==> src/hw/sfrs_pkg.sv <==
// Package of offsets, reset values and bit positions for the core status registers
package sfrs_pkg;

   // ----------------------------------------------------------------
   // Special register addresses
   // ----------------------------------------------------------------
   localparam logic [7:0] ADDR_SERIAL_BUF = 8'h99;  // Serial data buffer
   localparam logic [7:0] ADDR_UPPER_ADDR = 8'hA0;  // Upper address latch
   localparam logic [7:0] ADDR_ALT_PORT   = 8'hB0;  // Alternate function port
   localparam logic [7:0] ADDR_STATUS     = 8'hD0;  // Status word
   localparam logic [7:0] ADDR_ARITH      = 8'hE0;  // Accumulator

   // ----------------------------------------------------------------
   // Reset values
   // ----------------------------------------------------------------
   localparam logic [7:0] RST_SERIAL_BUF  = 8'h00;
   localparam logic [7:0] RST_UPPER_ADDR  = 8'hFF;
   localparam logic [7:0] RST_ALT_PORT    = 8'hFF;
   localparam logic [7:0] RST_STATUS      = 8'h00;
   localparam logic [7:0] RST_ARITH       = 8'h00;
   localparam logic [7:0] RDATA_UNMAPPED  = 8'h00;  // Answer for unmapped reads

   // ----------------------------------------------------------------
   // Status word bit positions
   // ----------------------------------------------------------------
   localparam int SW_CARRY   = 7;
   localparam int SW_HALF    = 6;
   localparam int SW_USER0   = 5;
   localparam int SW_BANK_HI = 4;
   localparam int SW_BANK_LO = 3;
   localparam int SW_WRAP    = 2;
   localparam int SW_USER1   = 1;
   localparam int SW_PARITY  = 0;

   // ----------------------------------------------------------------
   // Alternate function port bit positions
   // ----------------------------------------------------------------
   localparam int AP_RD_N    = 7;   // External read strobe out
   localparam int AP_WR_N    = 6;   // External write strobe out
   localparam int AP_CNT1    = 5;   // Counter 1 count input
   localparam int AP_CNT0    = 4;   // Counter 0 count input
   localparam int AP_IRQ1    = 3;   // External interrupt one
   localparam int AP_IRQ0    = 2;   // External interrupt zero
   localparam int AP_TXD     = 1;   // Serial transmit out
   localparam int AP_RXD     = 0;   // Serial receive in
   // Bits whose alternate function is an output
   localparam logic [7:0] AP_OUT_MASK = 8'hC2;

   // ----------------------------------------------------------------
   // Working register bank addressing
   // ----------------------------------------------------------------
   localparam int BANK_W   = 2;
   localparam int REGNUM_W = 3;

endpackage : sfrs_pkg

==> src/hw/sfrs_regs.sv <==
// Serial buffer, port latches, status word and accumulator of the core
`timescale 1ns/1ps
module sfrs_regs
(
   input  wire logic       clk_i,              // Core clock
   input  wire logic       rst_b_i,            // Synchronous reset, active low
   // Special register access from the core
   input  wire logic [7:0] sfr_addr_i,         // Direct register address
   input  wire logic       sfr_wr_i,           // Write strobe
   input  wire logic       sfr_rd_i,           // Read strobe
   input  wire logic [7:0] sfr_wdata_i,        // Write data
   output logic      [7:0] sfr_rdata_o,        // Read data, one cycle later
   // Arithmetic and bit operations
   input  wire logic       alu_en_i,           // Load ALU result and flags
   input  wire logic       alu_sub_i,          // Subtract instead of add
   input  wire logic       alu_use_carry_i,    // Feed the carry flag in
   input  wire logic [7:0] alu_b_i,            // Second operand
   input  wire logic       bit_carry_we_i,     // Boolean op writes carry
   input  wire logic       bit_carry_i,        // Boolean result
   output logic      [7:0] acc_o,              // Accumulator value
   output logic      [7:0] status_o,           // Status word value
   // Working register addressing
   input  wire logic [2:0] reg_num_i,          // Register number of operand
   output logic      [7:0] reg_addr_o,         // Internal data address
   // Serial engine side
   input  wire logic       rx_load_i,          // Received byte strobe
   input  wire logic [7:0] rx_data_i,          // Received byte
   output logic      [7:0] tx_data_o,          // Transmit buffer
   output logic            tx_load_o,          // Transmit buffer written
   // Upper address pins
   input  wire logic       ext_move_i,         // Indirect external move active
   output logic      [7:0] upper_addr_o,       // Pin levels
   output logic            upper_addr_oe_o,    // Pin drive enable
   // Alternate function port
   input  wire logic       ext_rd_n_i,         // Read strobe from bus unit
   input  wire logic       ext_wr_n_i,         // Write strobe from bus unit
   input  wire logic       txd_i,              // Serial transmit line
   input  wire logic [7:0] alt_pin_i,          // Pin levels in
   output logic      [7:0] alt_pin_o,          // Pin levels out
   output logic      [7:0] alt_pin_oe_o,       // Pin drive enables
   output logic            count_input_one_o,  // Counter 1 input
   output logic            count_input_zero_o, // Counter 0 input
   output logic            ext_irq_one_o,      // External interrupt one
   output logic            ext_irq_zero_o,     // External interrupt zero
   output logic            rxd_o               // Serial receive line
);

   // ----------------------------------------------------------------
   // Register state
   // ----------------------------------------------------------------
   logic [7:0] rx_q;             // Receive register
   logic [7:0] tx_q;             // Transmit buffer
   logic       tx_load_q;        // Transmit load pulse
   logic [7:0] upper_q;          // Upper address latch
   logic [7:0] alt_q;            // Alternate function port latch
   logic [7:0] status_q;         // Status word
   logic [7:0] status_d;
   logic [7:0] acc_q;            // Accumulator
   logic [7:0] acc_d;
   logic [7:0] rdata_q;          // Read answer
   logic [7:0] reg_addr_q;       // Working register address
   logic [7:0] up_pin_q;         // Upper address pin levels
   logic       up_oe_q;          // Upper address drive enable
   logic [7:0] alt_meta_q;       // First synchroniser stage
   logic [7:0] alt_sync_q;       // Second synchroniser stage
   logic [7:0] alt_in_q;         // Gated alternate inputs
   logic [7:0] pin_out_q;        // Pin output levels
   logic [7:0] pin_oe_q;         // Pin output enables

   // ----------------------------------------------------------------
   // Address decode
   // ----------------------------------------------------------------
   wire logic hit_serial = sfr_addr_i == sfrs_pkg::ADDR_SERIAL_BUF;
   wire logic hit_upper  = sfr_addr_i == sfrs_pkg::ADDR_UPPER_ADDR;
   wire logic hit_alt    = sfr_addr_i == sfrs_pkg::ADDR_ALT_PORT;
   wire logic hit_sw     = sfr_addr_i == sfrs_pkg::ADDR_STATUS;
   wire logic hit_acc    = sfr_addr_i == sfrs_pkg::ADDR_ARITH;
   wire logic wr_serial  = sfr_wr_i & hit_serial;
   wire logic wr_upper   = sfr_wr_i & hit_upper;
   wire logic wr_alt     = sfr_wr_i & hit_alt;
   wire logic wr_sw      = sfr_wr_i & hit_sw;
   wire logic wr_acc     = sfr_wr_i & hit_acc;

   // Reads of the serial address see the receive side only
   wire logic [7:0] rd_mux =
      hit_serial ? rx_q     :
      hit_upper  ? upper_q  :
      hit_alt    ? alt_q    :
      hit_sw   ? status_q :
      hit_acc  ? acc_q    : sfrs_pkg::RDATA_UNMAPPED;

   // ----------------------------------------------------------------
   // Arithmetic unit
   // ----------------------------------------------------------------
   logic [7:0] alu_res;
   logic       alu_carry;
   logic       alu_half;
   logic       alu_wrap;

   sfrs_alu_flags u_alu
   (
      .a_i      (acc_q),
      .b_i      (alu_b_i),
      .cin_i    (alu_use_carry_i & status_q[sfrs_pkg::SW_CARRY]),
      .sub_i    (alu_sub_i),
      .result_o (alu_res),
      .carry_o  (alu_carry),
      .half_o   (alu_half),
      .wrap_o   (alu_wrap)
   );

   // Hardware result beats a software write landing in the same cycle
   assign acc_d = alu_en_i ? alu_res : (wr_acc ? sfr_wdata_i : acc_q);

   // Software image of the status word before hardware updates
   wire logic [7:0] sw_image = wr_sw ? sfr_wdata_i : status_q;

   // ----------------------------------------------------------------
   // Status word next value
   // ----------------------------------------------------------------
   always_comb
   begin
      status_d = sw_image;
      // Carry: ALU first, then boolean op, then software
      if (alu_en_i)
      begin
         status_d[sfrs_pkg::SW_CARRY] = alu_carry;
         status_d[sfrs_pkg::SW_HALF]  = alu_half;
         status_d[sfrs_pkg::SW_WRAP]  = alu_wrap;
      end
      else if (bit_carry_we_i)
      begin
         status_d[sfrs_pkg::SW_CARRY] = bit_carry_i;
      end
      // Parity follows the accumulator; writes to it are ignored
      status_d[sfrs_pkg::SW_PARITY] = ^acc_d;
   end

   // ----------------------------------------------------------------
   // Alternate function port pins
   // ----------------------------------------------------------------
   // Output functions per bit; input-only bits park at one
   wire logic [7:0] alt_out = {ext_rd_n_i, ext_wr_n_i, 4'hF, txd_i, 1'b1};
   logic [7:0] pin_out_d;
   logic [7:0] pin_oe_d;

   genvar gi;
   generate
      for (gi = 0; gi < 8; gi++)
      begin : g_pin
         // Cleared latch bit forces the pin low
         assign pin_out_d[gi] = alt_q[gi] & alt_out[gi];
         // Output bits always drive; input bits drive only to hold zero
         assign pin_oe_d[gi]  = sfrs_pkg::AP_OUT_MASK[gi] | ~alt_q[gi];
      end
   endgenerate

   // ----------------------------------------------------------------
   // Bus registers
   // ----------------------------------------------------------------
   always_ff @(posedge clk_i)
   begin
      if (!rst_b_i)
      begin
         rx_q     <= sfrs_pkg::RST_SERIAL_BUF;
         tx_q     <= sfrs_pkg::RST_SERIAL_BUF;
         upper_q  <= sfrs_pkg::RST_UPPER_ADDR;
         alt_q    <= sfrs_pkg::RST_ALT_PORT;
         status_q <= sfrs_pkg::RST_STATUS;
         acc_q    <= sfrs_pkg::RST_ARITH;
      end
      else
      begin
         if (rx_load_i)
            rx_q <= rx_data_i;
         if (wr_serial)
            tx_q <= sfr_wdata_i;
         if (wr_upper)
            upper_q <= sfr_wdata_i;
         if (wr_alt)
            alt_q <= sfr_wdata_i;
         status_q <= status_d;
         acc_q    <= acc_d;
      end
   end

   // ----------------------------------------------------------------
   // Read answer, transmit pulse and bank address
   // ----------------------------------------------------------------
   always_ff @(posedge clk_i)
   begin
      if (!rst_b_i)
      begin
         rdata_q    <= sfrs_pkg::RDATA_UNMAPPED;
         tx_load_q  <= 1'b0;
         reg_addr_q <= 8'h00;
      end
      else
      begin
         // Read data holds until the next read
         if (sfr_rd_i)
            rdata_q <= rd_mux;
         tx_load_q  <= wr_serial;
         // Bank field picks the block of eight bytes
         reg_addr_q <= {3'h0, status_q[sfrs_pkg::SW_BANK_HI:sfrs_pkg::SW_BANK_LO],
                        reg_num_i};
      end
   end

   // ----------------------------------------------------------------
   // Pin side registers
   // ----------------------------------------------------------------
   always_ff @(posedge clk_i)
   begin
      if (!rst_b_i)
      begin
         up_pin_q  <= sfrs_pkg::RST_UPPER_ADDR;
         up_oe_q   <= 1'b0;
         alt_meta_q <= 8'h00;
         alt_sync_q <= 8'h00;
         alt_in_q   <= 8'h00;
         pin_out_q  <= sfrs_pkg::RST_ALT_PORT;
         pin_oe_q   <= sfrs_pkg::AP_OUT_MASK;
      end
      else
      begin
         // Latch reaches the pins only during external moves
         up_pin_q   <= upper_q;
         up_oe_q    <= ext_move_i;
         alt_meta_q <= alt_pin_i;
         alt_sync_q <= alt_meta_q;
         // Input functions see zero while their latch bit is clear
         alt_in_q   <= alt_sync_q & alt_q;
         pin_out_q  <= pin_out_d;
         pin_oe_q   <= pin_oe_d;
      end
   end

   // ----------------------------------------------------------------
   // Outputs
   // ----------------------------------------------------------------
   assign sfr_rdata_o        = rdata_q;
   assign acc_o              = acc_q;
   assign status_o           = status_q;
   assign reg_addr_o         = reg_addr_q;
   assign tx_data_o          = tx_q;
   assign tx_load_o          = tx_load_q;
   assign upper_addr_o       = up_pin_q;
   assign upper_addr_oe_o    = up_oe_q;
   assign alt_pin_o          = pin_out_q;
   assign alt_pin_oe_o       = pin_oe_q;
   // Input functions taken off the gated pins
   assign count_input_one_o  = alt_in_q[sfrs_pkg::AP_CNT1];
   assign count_input_zero_o = alt_in_q[sfrs_pkg::AP_CNT0];
   assign ext_irq_one_o      = alt_in_q[sfrs_pkg::AP_IRQ1];
   assign ext_irq_zero_o     = alt_in_q[sfrs_pkg::AP_IRQ0];
   assign rxd_o              = alt_in_q[sfrs_pkg::AP_RXD];
endmodule : sfrs_regs

==> src/hw/sfrs_alu_flags.sv <==
// Arithmetic unit producing the result and carry, half carry, overflow flags
`timescale 1ns/1ps
module sfrs_alu_flags
(
   input  wire logic [7:0] a_i,        // Accumulator operand
   input  wire logic [7:0] b_i,        // Second operand
   input  wire logic       cin_i,      // Carry or borrow in
   input  wire logic       sub_i,      // High for subtraction
   output logic      [7:0] result_o,   // Sum or difference
   output logic            carry_o,    // Carry or borrow out of bit 7
   output logic            half_o,     // Carry or borrow at the nibble boundary
   output logic            wrap_o      // Signed overflow
);

   // ----------------------------------------------------------------
   // Three widths of the same operation give the three carries
   // ----------------------------------------------------------------
   wire logic [8:0] full_add = {1'b0, a_i} + {1'b0, b_i} + {8'h00, cin_i};
   wire logic [8:0] full_sub = {1'b0, a_i} - {1'b0, b_i} - {8'h00, cin_i};
   wire logic [4:0] nib_add  = {1'b0, a_i[3:0]} + {1'b0, b_i[3:0]} + {4'h0, cin_i};
   wire logic [4:0] nib_sub  = {1'b0, a_i[3:0]} - {1'b0, b_i[3:0]} - {4'h0, cin_i};
   wire logic [7:0] low_add  = {1'b0, a_i[6:0]} + {1'b0, b_i[6:0]} + {7'h00, cin_i};
   wire logic [7:0] low_sub  = {1'b0, a_i[6:0]} - {1'b0, b_i[6:0]} - {7'h00, cin_i};

   // Carry into bit 7, i.e. out of bit 6
   wire logic       c6 = sub_i ? low_sub[7] : low_add[7];

   // Borrow shows as the top bit wrapping, same as a carry for adds
   assign result_o = sub_i ? full_sub[7:0] : full_add[7:0];
   assign carry_o  = sub_i ? full_sub[8]   : full_add[8];
   assign half_o   = sub_i ? nib_sub[4]    : nib_add[4];
   // Overflow when exactly one of the two top carries occurs
   assign wrap_o   = c6 ^ carry_o;

endmodule : sfrs_alu_flags

==> config.mk <==
export PLATFORM = sky130hd
export DESIGN_NAME = sfrs_regs
export DESIGN_NICKNAME = d
export VERILOG_FILES = /design/src/hw/sfrs_pkg.sv /design/src/hw/sfrs_regs.sv /design/src/hw/sfrs_alu_flags.sv
export SDC_FILE = /design/constraint.sdc
export NUM_CORES = 1
export LEC_CHECK = 0
export ABC_AREA = 1
export BUFFER_PORTS_ARGS = -buffer_cell sky130_fd_sc_hd__clkbuf_2
export CORE_MARGIN = 3
export CORE_UTILIZATION = 53
export DETAILED_ROUTE_END_ITERATION = 10
export PLACE_DENSITY = 0.9
export SYNTH_ARGS = -nofsm -noshare
export SYNTH_HDL_FRONTEND = slang
export SYNTH_SLANG_ARGS = --single-unit
==> constraint.sdc <==
create_clock -name clk_i -period 2.9 [get_ports clk_i]
set_input_delay 0.435 -clock clk_i [delete_from_list [all_inputs] [get_ports clk_i]]
set_output_delay 0.435 -clock clk_i [all_outputs]
set_load 0.005 [all_outputs]
* Word level (Yosys, flattened, before mapping)
Cells that the tools add are included.
Word-level totals: logic and storage cells 73, flip-flop bits (word level) 108
Operators by class: mux-type cells 16, reductions and logical operators 3, add/subtract/negate cells 12, equal/unequal tests 5, bitwise operators 16
Operator list (number):
- $mux W8 | 9
- $eq A8 B8 Y1 const B | 5
- $add A8 B8 Y9 | 1
- $add A9 B1 Y9 | 1
- $and A1 B1 Y1 | 9
- $sub A8 B8 Y9 | 1
- $sub A9 B1 Y9 | 1
- $add A7 B7 Y8 | 1
- $add A8 B1 Y8 | 1
- $reduce_xor A8 Y1 | 1
- $sub A7 B7 Y8 | 1
- $sub A8 B1 Y8 | 1
- $mux W1 | 7
- $and A6 B6 Y6 | 1
- $add A4 B4 Y5 | 1
- $add A5 B1 Y5 | 1
- $not A1 Y1 | 5
- $sub A4 B4 Y5 | 1
- $sub A5 B1 Y5 | 1
- $reduce_bool A3 Y1 | 1
- $reduce_bool A2 Y1 | 1
- $xor A1 B1 Y1 | 1

* Logic depth before layout (Yosys ltp)
Gate-level depths: netlist of run 1.
depth after elaboration 6, gate-level depth with buffers 22, gate-level depth less buffers 22

* Modules after synthesis
A second synthesis of run 1 with hierarchy kept.
Second synthesis, totals: cells, all modules 725, area total of the unflattened synthesis 5116.2 um^2
Modules (own cells, without submodules):
- sfrs_regs | cells an instance 543, area each 4012.6 um^2, times used 1, sequential area each 1981.9 um^2
- sfrs_alu_flags | cells an instance 182, area each 1103.6 um^2, times used 1, sequential area each 0.0 um^2

* Worst setup path before layout of run 1
Ideal clock, no wire load.
path kind input to register, start point input alu_b_i[0], end point register status_q[0], in the netlist status_o[0], required time 2.785 ns, buffers on the path 0, arrival 2.346 ns, library setup time 0.115 ns, cell stages on the path 17, path slack 0.439 ns, cells stage by stage inv_1 > fa_1 > fa_1 > inv_1 > nand2_1 > nand2_1 > nand2_1 > nand2_1 > nand3_1 > nand3_1 > nand3_1 > nand2_1 > nand2_1 > nand2_1 > nand3_1 > a21oi_1 > nor2_1
On the way: word-level cells in the longest chain between the ends 5
RTL lines:
- from (decl) | RTL line sfrs_regs.sv:17 | input wire logic [7:0] alu_b_i,
- $add A8 B8 Y9 or $sub A8 B8 Y9 (tied branches) | RTL line sfrs_alu_flags.sv:18, sfrs_alu_flags.sv:19
- $add A9 B1 Y9 or $sub A9 B1 Y9 (tied branches) | RTL line sfrs_alu_flags.sv:18, sfrs_alu_flags.sv:19
- $mux W8 * | RTL line sfrs_alu_flags.sv:29 | assign result_o = sub_i ? full_sub[7:0] : full_add[7:0];
- $mux W8 * | RTL line sfrs_regs.sv:113 | assign acc_d = alu_en_i ? alu_res : (wr_acc ? sfr_wdata_i : acc_q);
- $reduce_xor A8 Y1 * | RTL line sfrs_regs.sv:136 | status_d[sfrs_pkg::SW_PARITY] = ^acc_d;
- to (signal assigned) | RTL line sfrs_regs.sv:169 | status_q <= sfrs_pkg::RST_STATUS;
- to (signal assigned) | RTL line sfrs_regs.sv:182 | status_q <= status_d;
- to (decl) | RTL line sfrs_regs.sv:56 | logic [7:0] status_q;
Mark *: on every way between the ends. The rest lies on a longest branch, timed or not. A chain may end at the register's enable or synchronous reset.

* Worst setup path in the final report of run 1
start point register acc_q[5], in the netlist acc_o[5], end point register status_q[2], in the netlist status_o[2]
On the way: word-level cells in the longest chain between the ends 5
RTL lines:
- from (decl) | RTL line sfrs_regs.sv:58 | logic [7:0] acc_q;
- from (signal assigned) | RTL line sfrs_regs.sv:170 | acc_q <= sfrs_pkg::RST_ARITH;
- $add A8 B8 Y9, or another cell as far along | RTL line sfrs_alu_flags.sv:18 | wire logic [8:0] full_add = {1'b0, a_i} + {1'b0, b_i} + {8'h00, cin_i};
- $add A9 B1 Y9, or another cell as far along | RTL line sfrs_alu_flags.sv:18
- $mux W1 (on tied branches) | RTL line sfrs_alu_flags.sv:30, sfrs_alu_flags.sv:26
- $xor A1 B1 Y1 * | RTL line sfrs_alu_flags.sv:33 | assign wrap_o = c6 ^ carry_o;
- $mux W1 * | RTL line sfrs_regs.sv:125 | if (alu_en_i)
Marked as above.

==> impl_metrics.py, run 1 <==
metrics = {
    "status": {
        "status": "completed",
    },
    "critical_path": {
        "path_buf_inv": 2,
        "cp_max_fo": 5,
        "worstPathRequired_ps": 3130,
        "crit_path_top_delay_cell": "ha_1",
        "start_kind": "flip-flop",
        "cp_top_family": "adder cells",
        "criticalPathCategory": "reg -> reg",
        "worstRegToRegCells": 13,
        "crit_path_end_kind": "flip-flop",
        "rr_endpoint": "status_o[2]",
        "r2r_start": "acc_o[5]",
        "arrival_ps": 2890,
        "crit_chain": "inv_1 -> ha_1 -> inv_1 -> ha_1 -> a21oi_1 -> nor2_1 -> a211oi_1 -> nand3b_1 -> nand3_1 -> nand2_1 -> or2_0 -> a21oi_1 -> nor2_1",
        "max_stage_delay_ps": 360,
        "reg2reg_slack_ps": 230,
    },
    "finish": {
        "fillers": 779,
        "stdcell_area_sq_mm": 0.00582,
        "area_growth_pct": 18.2,
        "seq_area_sq_mm": 0.00198,
        "layout_common_cells": "189 x nand2_1, 118 x clkbuf_2, 98 x inv_1, 97 x dfxtp_1, 55 x nor2_1",
        "fin_nets": 879,
        "fin_cells": 909,
        "multi_input_area_sq_mm": 0.00244,
        "layout-drive-gt1-share_pct": 20.3,
        "final_common_cell": "nand2_1",
        "antenna_cells": 0,
    },
    "routing": {
        "wl_per_cell_um": 14.9,
        "postRouteAntennaNets": 0,
        "wl_um": 13500,
        "drcViolationCount": 0,
        "vias_per_cell": 5.43,
        "vias": 4936,
        "drt_iter0_drc": 445,
        "first_pass_iters": 7,
    },
    "sta": {
        "setup_viol": 0,
        "setup_tns_ps": 0,
        "post-route-min-period_ps": 2670,
        "fin_skew_ps": 6.41,
        "finalCritPeriodShare_pct": 92.0,
        "rsz0062_at_grt": "false",
        "hold_ws_ps": 246,
        "fmax_ghz": 0.375,
        "drv_slew": 0,
        "worstMarginPinSlew_ps": 965,
        "final_hold_viol_count": 0,
        "relSlewSlack_pct": 35.6,
    },
    "floorplan": {
        "core_area_sq_mm": 0.00889,
        "num_io_pins": 128,
        "die_y_um": 102,
        "initial_utilization_pct": 55.4,
        "fp.dieW_um": 102,
        "dieArea_sq_mm": 0.0105,
        "num_rows": 34,
    },
    "yosys": {
        "synth_cells": 685,
        "synth_top_area_share_pct": 40.2,
        "yosys_warnings": 0,
        "synth_seq_cells": 99,
        "synthFlopType": "dfxtp_1",
        "ys_types": 39,
        "async_flop_share_pct": 0,
        "syn_area_sq_mm": 0.00492,
        "synth-edff-count": 0,
        "yosys.area.top_type": "dfxtp_1",
        "synth.yosys.seq_area_share_pct": 40.2,
        "syn_area_per_cell_sq_um": 7.19,
        "yosys-top-cells-area": "dfxtp_1 40%, nand2_1 14%, inv_1 7.5%, ha_1 5.3%, nand3_1 5.3%",
    },
    "global_route": {
        "first_global_vias": 4440,
        "grt_max_degree": 65,
        "antenna_found_initial": 0,
        "grt_pass1_wl_um": 21500,
        "grt_use_total_pct": 26.1,
        "overflow": 0,
    },
    "hold_path": {
        "min_to": "alt_meta_q[0]",
        "min_path_cells": 3,
        "hp-class": "in -> reg",
        "worstHoldStart": "alt_pin_i[0]",
    },
    "clock_network": {
        "cts_sinks": 99,
        "clock_path_buffers": 2,
        "cts_tree": "yes",
        "clk_latency_ps": 370,
        "cts_max_level": 3,
        "cts_made_buffers": 9,
        "clk_pin_slew_ps": 90,
        "clockRootBuffer": "clkbuf_8",
    },
    "placement": {
        "portBuffers": 118,
        "globalplace.congestion": 0.896,
        "dp_hpwl_um": 10000,
        "dp_cells": 894,
        "place_area_sq_mm": 0.00557,
    },
    "power_and_ir_drop": {
        "ir_worst_vdd_v": 0.000364,
        "p_leak_nw": 3.04,
        "power_mw": 3.20,
        "power_density_mw_per_mm2": 549,
    },
    "job": {
        "cap_violations": 0,
    },
}
==> state kept, by name, summed over array words and instances (netlist names) <==
signal and flops:
tx_load_o 1, upper_addr_oe_o 1, alt_meta_q 5, reg_addr_o 5, alt_in_q 5, rx_q 8
acc_o 8, status_o 8, sfr_rdata_o 8, tx_data_o 8, alt_sync_q 5, upper_addr_o 8
upper_q 8, alt_pin_o 8, alt_q 8, alt_pin_oe_o 5
==> kinds of logic after synthesis <==
family | share of synthesized area [%]
other | 0.152
and+or+nand+nor | 28.6
xor gates and xnor gates | 0.356
AOI/OAI and AO/OA | 13.0
buffers and inverters | 10.8
DFF | 40.2
adders and majority gates | 6.96
==> how the worst max path moves through the flow <==
stage,cells past startpoint,slack (ps),endpoint,startpoint
floorplan,17,440,status_o[0],alu_b_i[0]
detailed placement,18,40,status_o[0],alu_b_i[0]
finish,13,230,status_o[2],acc_o[5]
global placement,18,120,status_o[0],alu_b_i[0]
CTS,17,170,status_o[0],status_o[7]
global route,13,10,status_o[2],acc_o[5]
==> worst reg2reg max path, delay by kind of cell, from the launching register on <==
kind,cells,cell delay (ps)
flip-flops,1,340
AO/OA/AOI/OAI,3,670
AND/OR/NAND/NOR,6,620
adder cells (fa/ha/maj),2,720
buffers and inverters,2,180
==> power by group <==
group | switching (mW) | internal [mW] | total [mW]
registers | 0.0366 | 1.41 | 1.45
clock network | 0.473 | 0.598 | 1.07
logic | 0.431 | 0.251 | 0.682
total | 0.940 | 2.26 | 3.20
==> area by class of cell <==
type,count,share of cell area [%]
Inverter,101,6.51
Timing Repair Buffer,125,11.0
Multi-Input combinational cell,461,41.8
Clock inverter,5,1.85
Clock buffer,10,2.36
Tap cell,108,2.32
Sequential cell,99,34.1
==> synth_stat cells, drive strengths merged (3+ instances only) <==
library cell	n
o21ai	30
nand3	55
clkbuf	12
a21oi	30
dfxtp	99
fa	4
a31oi	5
buf	16
o22ai	6
nor2	59
ha	21
nor4	3
inv	101
nand4	8
a41oi	4
a221oi	5
o211ai	20
nand2	195
==> per-stage QoR <==
stage	worst slack (ps)	utilization (%)
after global placement	121	62.6
after floorplan	439	-
after CTS	171	65.4
final	233	65.5
after detailed placement	39.5	62.6
after global routing	11.6	65.5
==> metal layers <==
metal	vias to the layer above	GRT usage, %	part of all wire (%)
met5	-	0	0
met4	0	8.98	3.1
met3	47	6.48	10
met2	282	40.7	46
met1	2195	35.6	41
li1	2412	-	-
==> timing repair <==
item	in CTS	in global routing
gates resized for setup	0	6
hold endpoints to repair	0	0
hold buffers	0	0
setup buffers	0	0
setup endpoints to repair	0	2
(Power assumes the default switching activity.)
==> run 2: changes to the inputs <==
--- a/config.mk
+++ b/config.mk
@@ -7,4 +7,5 @@
 export LEC_CHECK = 0
 export ABC_AREA = 1
+export ABC_CLOCK_PERIOD_IN_PS = 2800
 export BUFFER_PORTS_ARGS = -buffer_cell sky130_fd_sc_hd__clkbuf_2
 export CORE_MARGIN = 3
==> constraint.sdc (replaced) <==
create_clock -name clk_i -period 2.8 [get_ports clk_i]
set_input_delay 0.42 -clock clk_i [delete_from_list [all_inputs] [get_ports clk_i]]
set_output_delay 0.42 -clock clk_i [all_outputs]
set_load 0.05 [all_outputs]
==> impl_metrics.py, run 2 (synthesis gave the netlist of run 1 again) <==
metrics = {
    "hold_path": {
        "hp-class": "in -> reg",
        "worstHoldStart": "alt_pin_i[3]",
        "min_to": "alt_meta_q[3]",
        "min_path_cells": 3,
    },
    "sta": {
        "post-route-min-period_ps": 2540,
        "setup_viol": 0,
        "fmax_ghz": 0.394,
        "hold_ws_ps": 236,
        "drv_slew": 0,
        "worst_slack_ps": 259,
        "rsz0062_at_grt": "false",
        "finalCritPeriodShare_pct": 90.7,
        "fin_skew_ps": 12.0,
        "final_hold_viol_count": 0,
        "relSlewSlack_pct": 34.7,
        "worstMarginPinSlew_ps": 979,
    },
    "status": {
        "status": "completed",
    },
    "placement": {
        "dp_hpwl_um": 9820,
        "portBuffers": 118,
        "pre_cts_slack_ps": -11.7,
        "place_area_sq_mm": 0.00560,
        "globalplace.congestion": 0.892,
    },
    "floorplan": {
        "num_rows": 34,
        "num_io_pins": 128,
        "core_area_sq_mm": 0.00889,
        "die_y_um": 102,
        "dieArea_sq_mm": 0.0105,
        "fp.dieW_um": 102,
        "initial_utilization_pct": 55.4,
    },
    "clock_network": {
        "clock_path_buffers": 2,
        "cts_sinks": 99,
        "post-cts-setup-buffers": 0,
        "clk_latency_ps": 360,
        "clockRootBuffer": "clkbuf_8",
        "cts_made_buffers": 9,
        "cts_max_level": 3,
        "cts_tree": "yes",
        "clk_pin_slew_ps": 90,
    },
    "finish": {
        "area_growth_pct": 18.3,
        "fillers": 761,
        "fin_nets": 883,
        "layout_common_cells": "188 x nand2_1, 118 x clkbuf_2, 98 x inv_1, 97 x dfxtp_1, 55 x nor2_1",
        "antenna_cells": 0,
        "final_common_cell": "nand2_1",
        "seq_area_sq_mm": 0.00198,
        "multi_input_area_sq_mm": 0.00247,
        "layout-drive-gt1-share_pct": 21.1,
        "stdcell_area_sq_mm": 0.00583,
    },
    "global_route": {
        "grt_use_total_pct": 25.0,
        "grt_pass1_wl_um": 20500,
        "antenna_found_initial": 0,
        "grt_max_degree": 65,
        "first_global_vias": 4202,
        "overflow": 0,
    },
    "routing": {
        "first_pass_iters": 7,
        "vias": 4870,
        "vias_per_cell": 5.34,
        "postRouteAntennaNets": 0,
        "drcViolationCount": 0,
        "wl_per_cell_um": 14.4,
        "drt_iter0_drc": 473,
        "wl_um": 13100,
    },
    "critical_path": {
        "criticalPathCategory": "reg -> reg",
        "worstPathRequired_ps": 3060,
        "start_kind": "flip-flop",
        "reg2reg_slack_ps": 260,
        "crit_path_end_kind": "flip-flop",
        "cp_max_fo": 4,
        "rr_endpoint": "status_o[0]",
        "worstRegToRegCells": 16,
        "arrival_ps": 2800,
        "r2r_start": "status_o[7]",
    },
    "job": {
        "cap_violations": 0,
    },
    "power_and_ir_drop": {
        "power_density_mw_per_mm2": 560,
        "ir_worst_vdd_v": 0.000304,
        "p_leak_nw": 3.03,
    },
}
## run 2: area by class of cell
| class | count | area share, % |
|---|---|---|
| tap | 108 | 2.32 |
| clock inverter | 4 | 0.880 |
| clock buffer | 10 | 2.36 |
| timing repair buffer | 129 | 11.6 |
| inverter | 101 | 6.51 |
| sequential | 99 | 34.1 |
| multi-input combinational | 461 | 42.3 |
## run 2: repair_timing
| action | in CTS | in global routing |
|---|---|---|
| gates resized for setup | 0 | 11 |
| hold buffers | 0 | 0 |
| endpoints found under the hold margin | 0 | 0 |
| endpoints found under the setup margin | 0 | 2 |
## run 2: where the power goes
group          leakage (nW)  internal, mW  switching (mW)
clock network        0.0946         0.429           0.472
logic                  2.13         0.278           0.589
registers             0.810          1.46          0.0364
## run 2: worst max path at each step
stage             endpoint  depth (start not counted)         from  slack, ps
6_report       status_o[0]                         16  status_o[7]        260
2_1_floorplan  status_o[0]                         17  status_o[7]         40
3_3_place_gp   status_o[0]                         18   alu_b_i[0]         50
4_1_cts        status_o[0]                         17  status_o[7]        120
3_5_place_dp   status_o[0]                         18   alu_b_i[0]        -10
5_1_grt        status_o[2]                         13     acc_o[6]         20
## run 2: worst max-delay path: stages, from the launching register on
cell and delay (ps):
dfxtp_2 380, nand2_1 100, inv_1 80, fa_1 440, ha_1 300, xor2_1 150
nor2_1 60, o21ai_1 190, nand2_1 130, inv_1 90, nand2_1 50, nand2_1 60
nand2_1 80, nand2_1 90, nand2_2 60, a21oi_1 140, nor2_1 60
## run 2: layer usage
| layer | wire length [um] | GRT usage, % |
|---|---|---|
| met1 | 5630 | 34.9 |
| met2 | 5900 | 38.4 |
| met3 | 1350 | 7.10 |
| met4 | 251 | 6.56 |
| met5 | 0 | 0 |
## run 2: per-stage QoR
stage / total power, mW / TNS [ps] / util, % / instances
3_3_place_gp: 2.34 / 0 / 62.9 / 898
6_report: 3.26 / 0 / 65.5 / 912
5_1_grt: 3.42 / 0 / 65.5 / 912
3_5_place_dp: 2.36 / -11.7 / 62.9 / 898
4_1_cts: 3.23 / 0 / 65.1 / 912
2_1_floorplan: 2.15 / 0 / - / 689
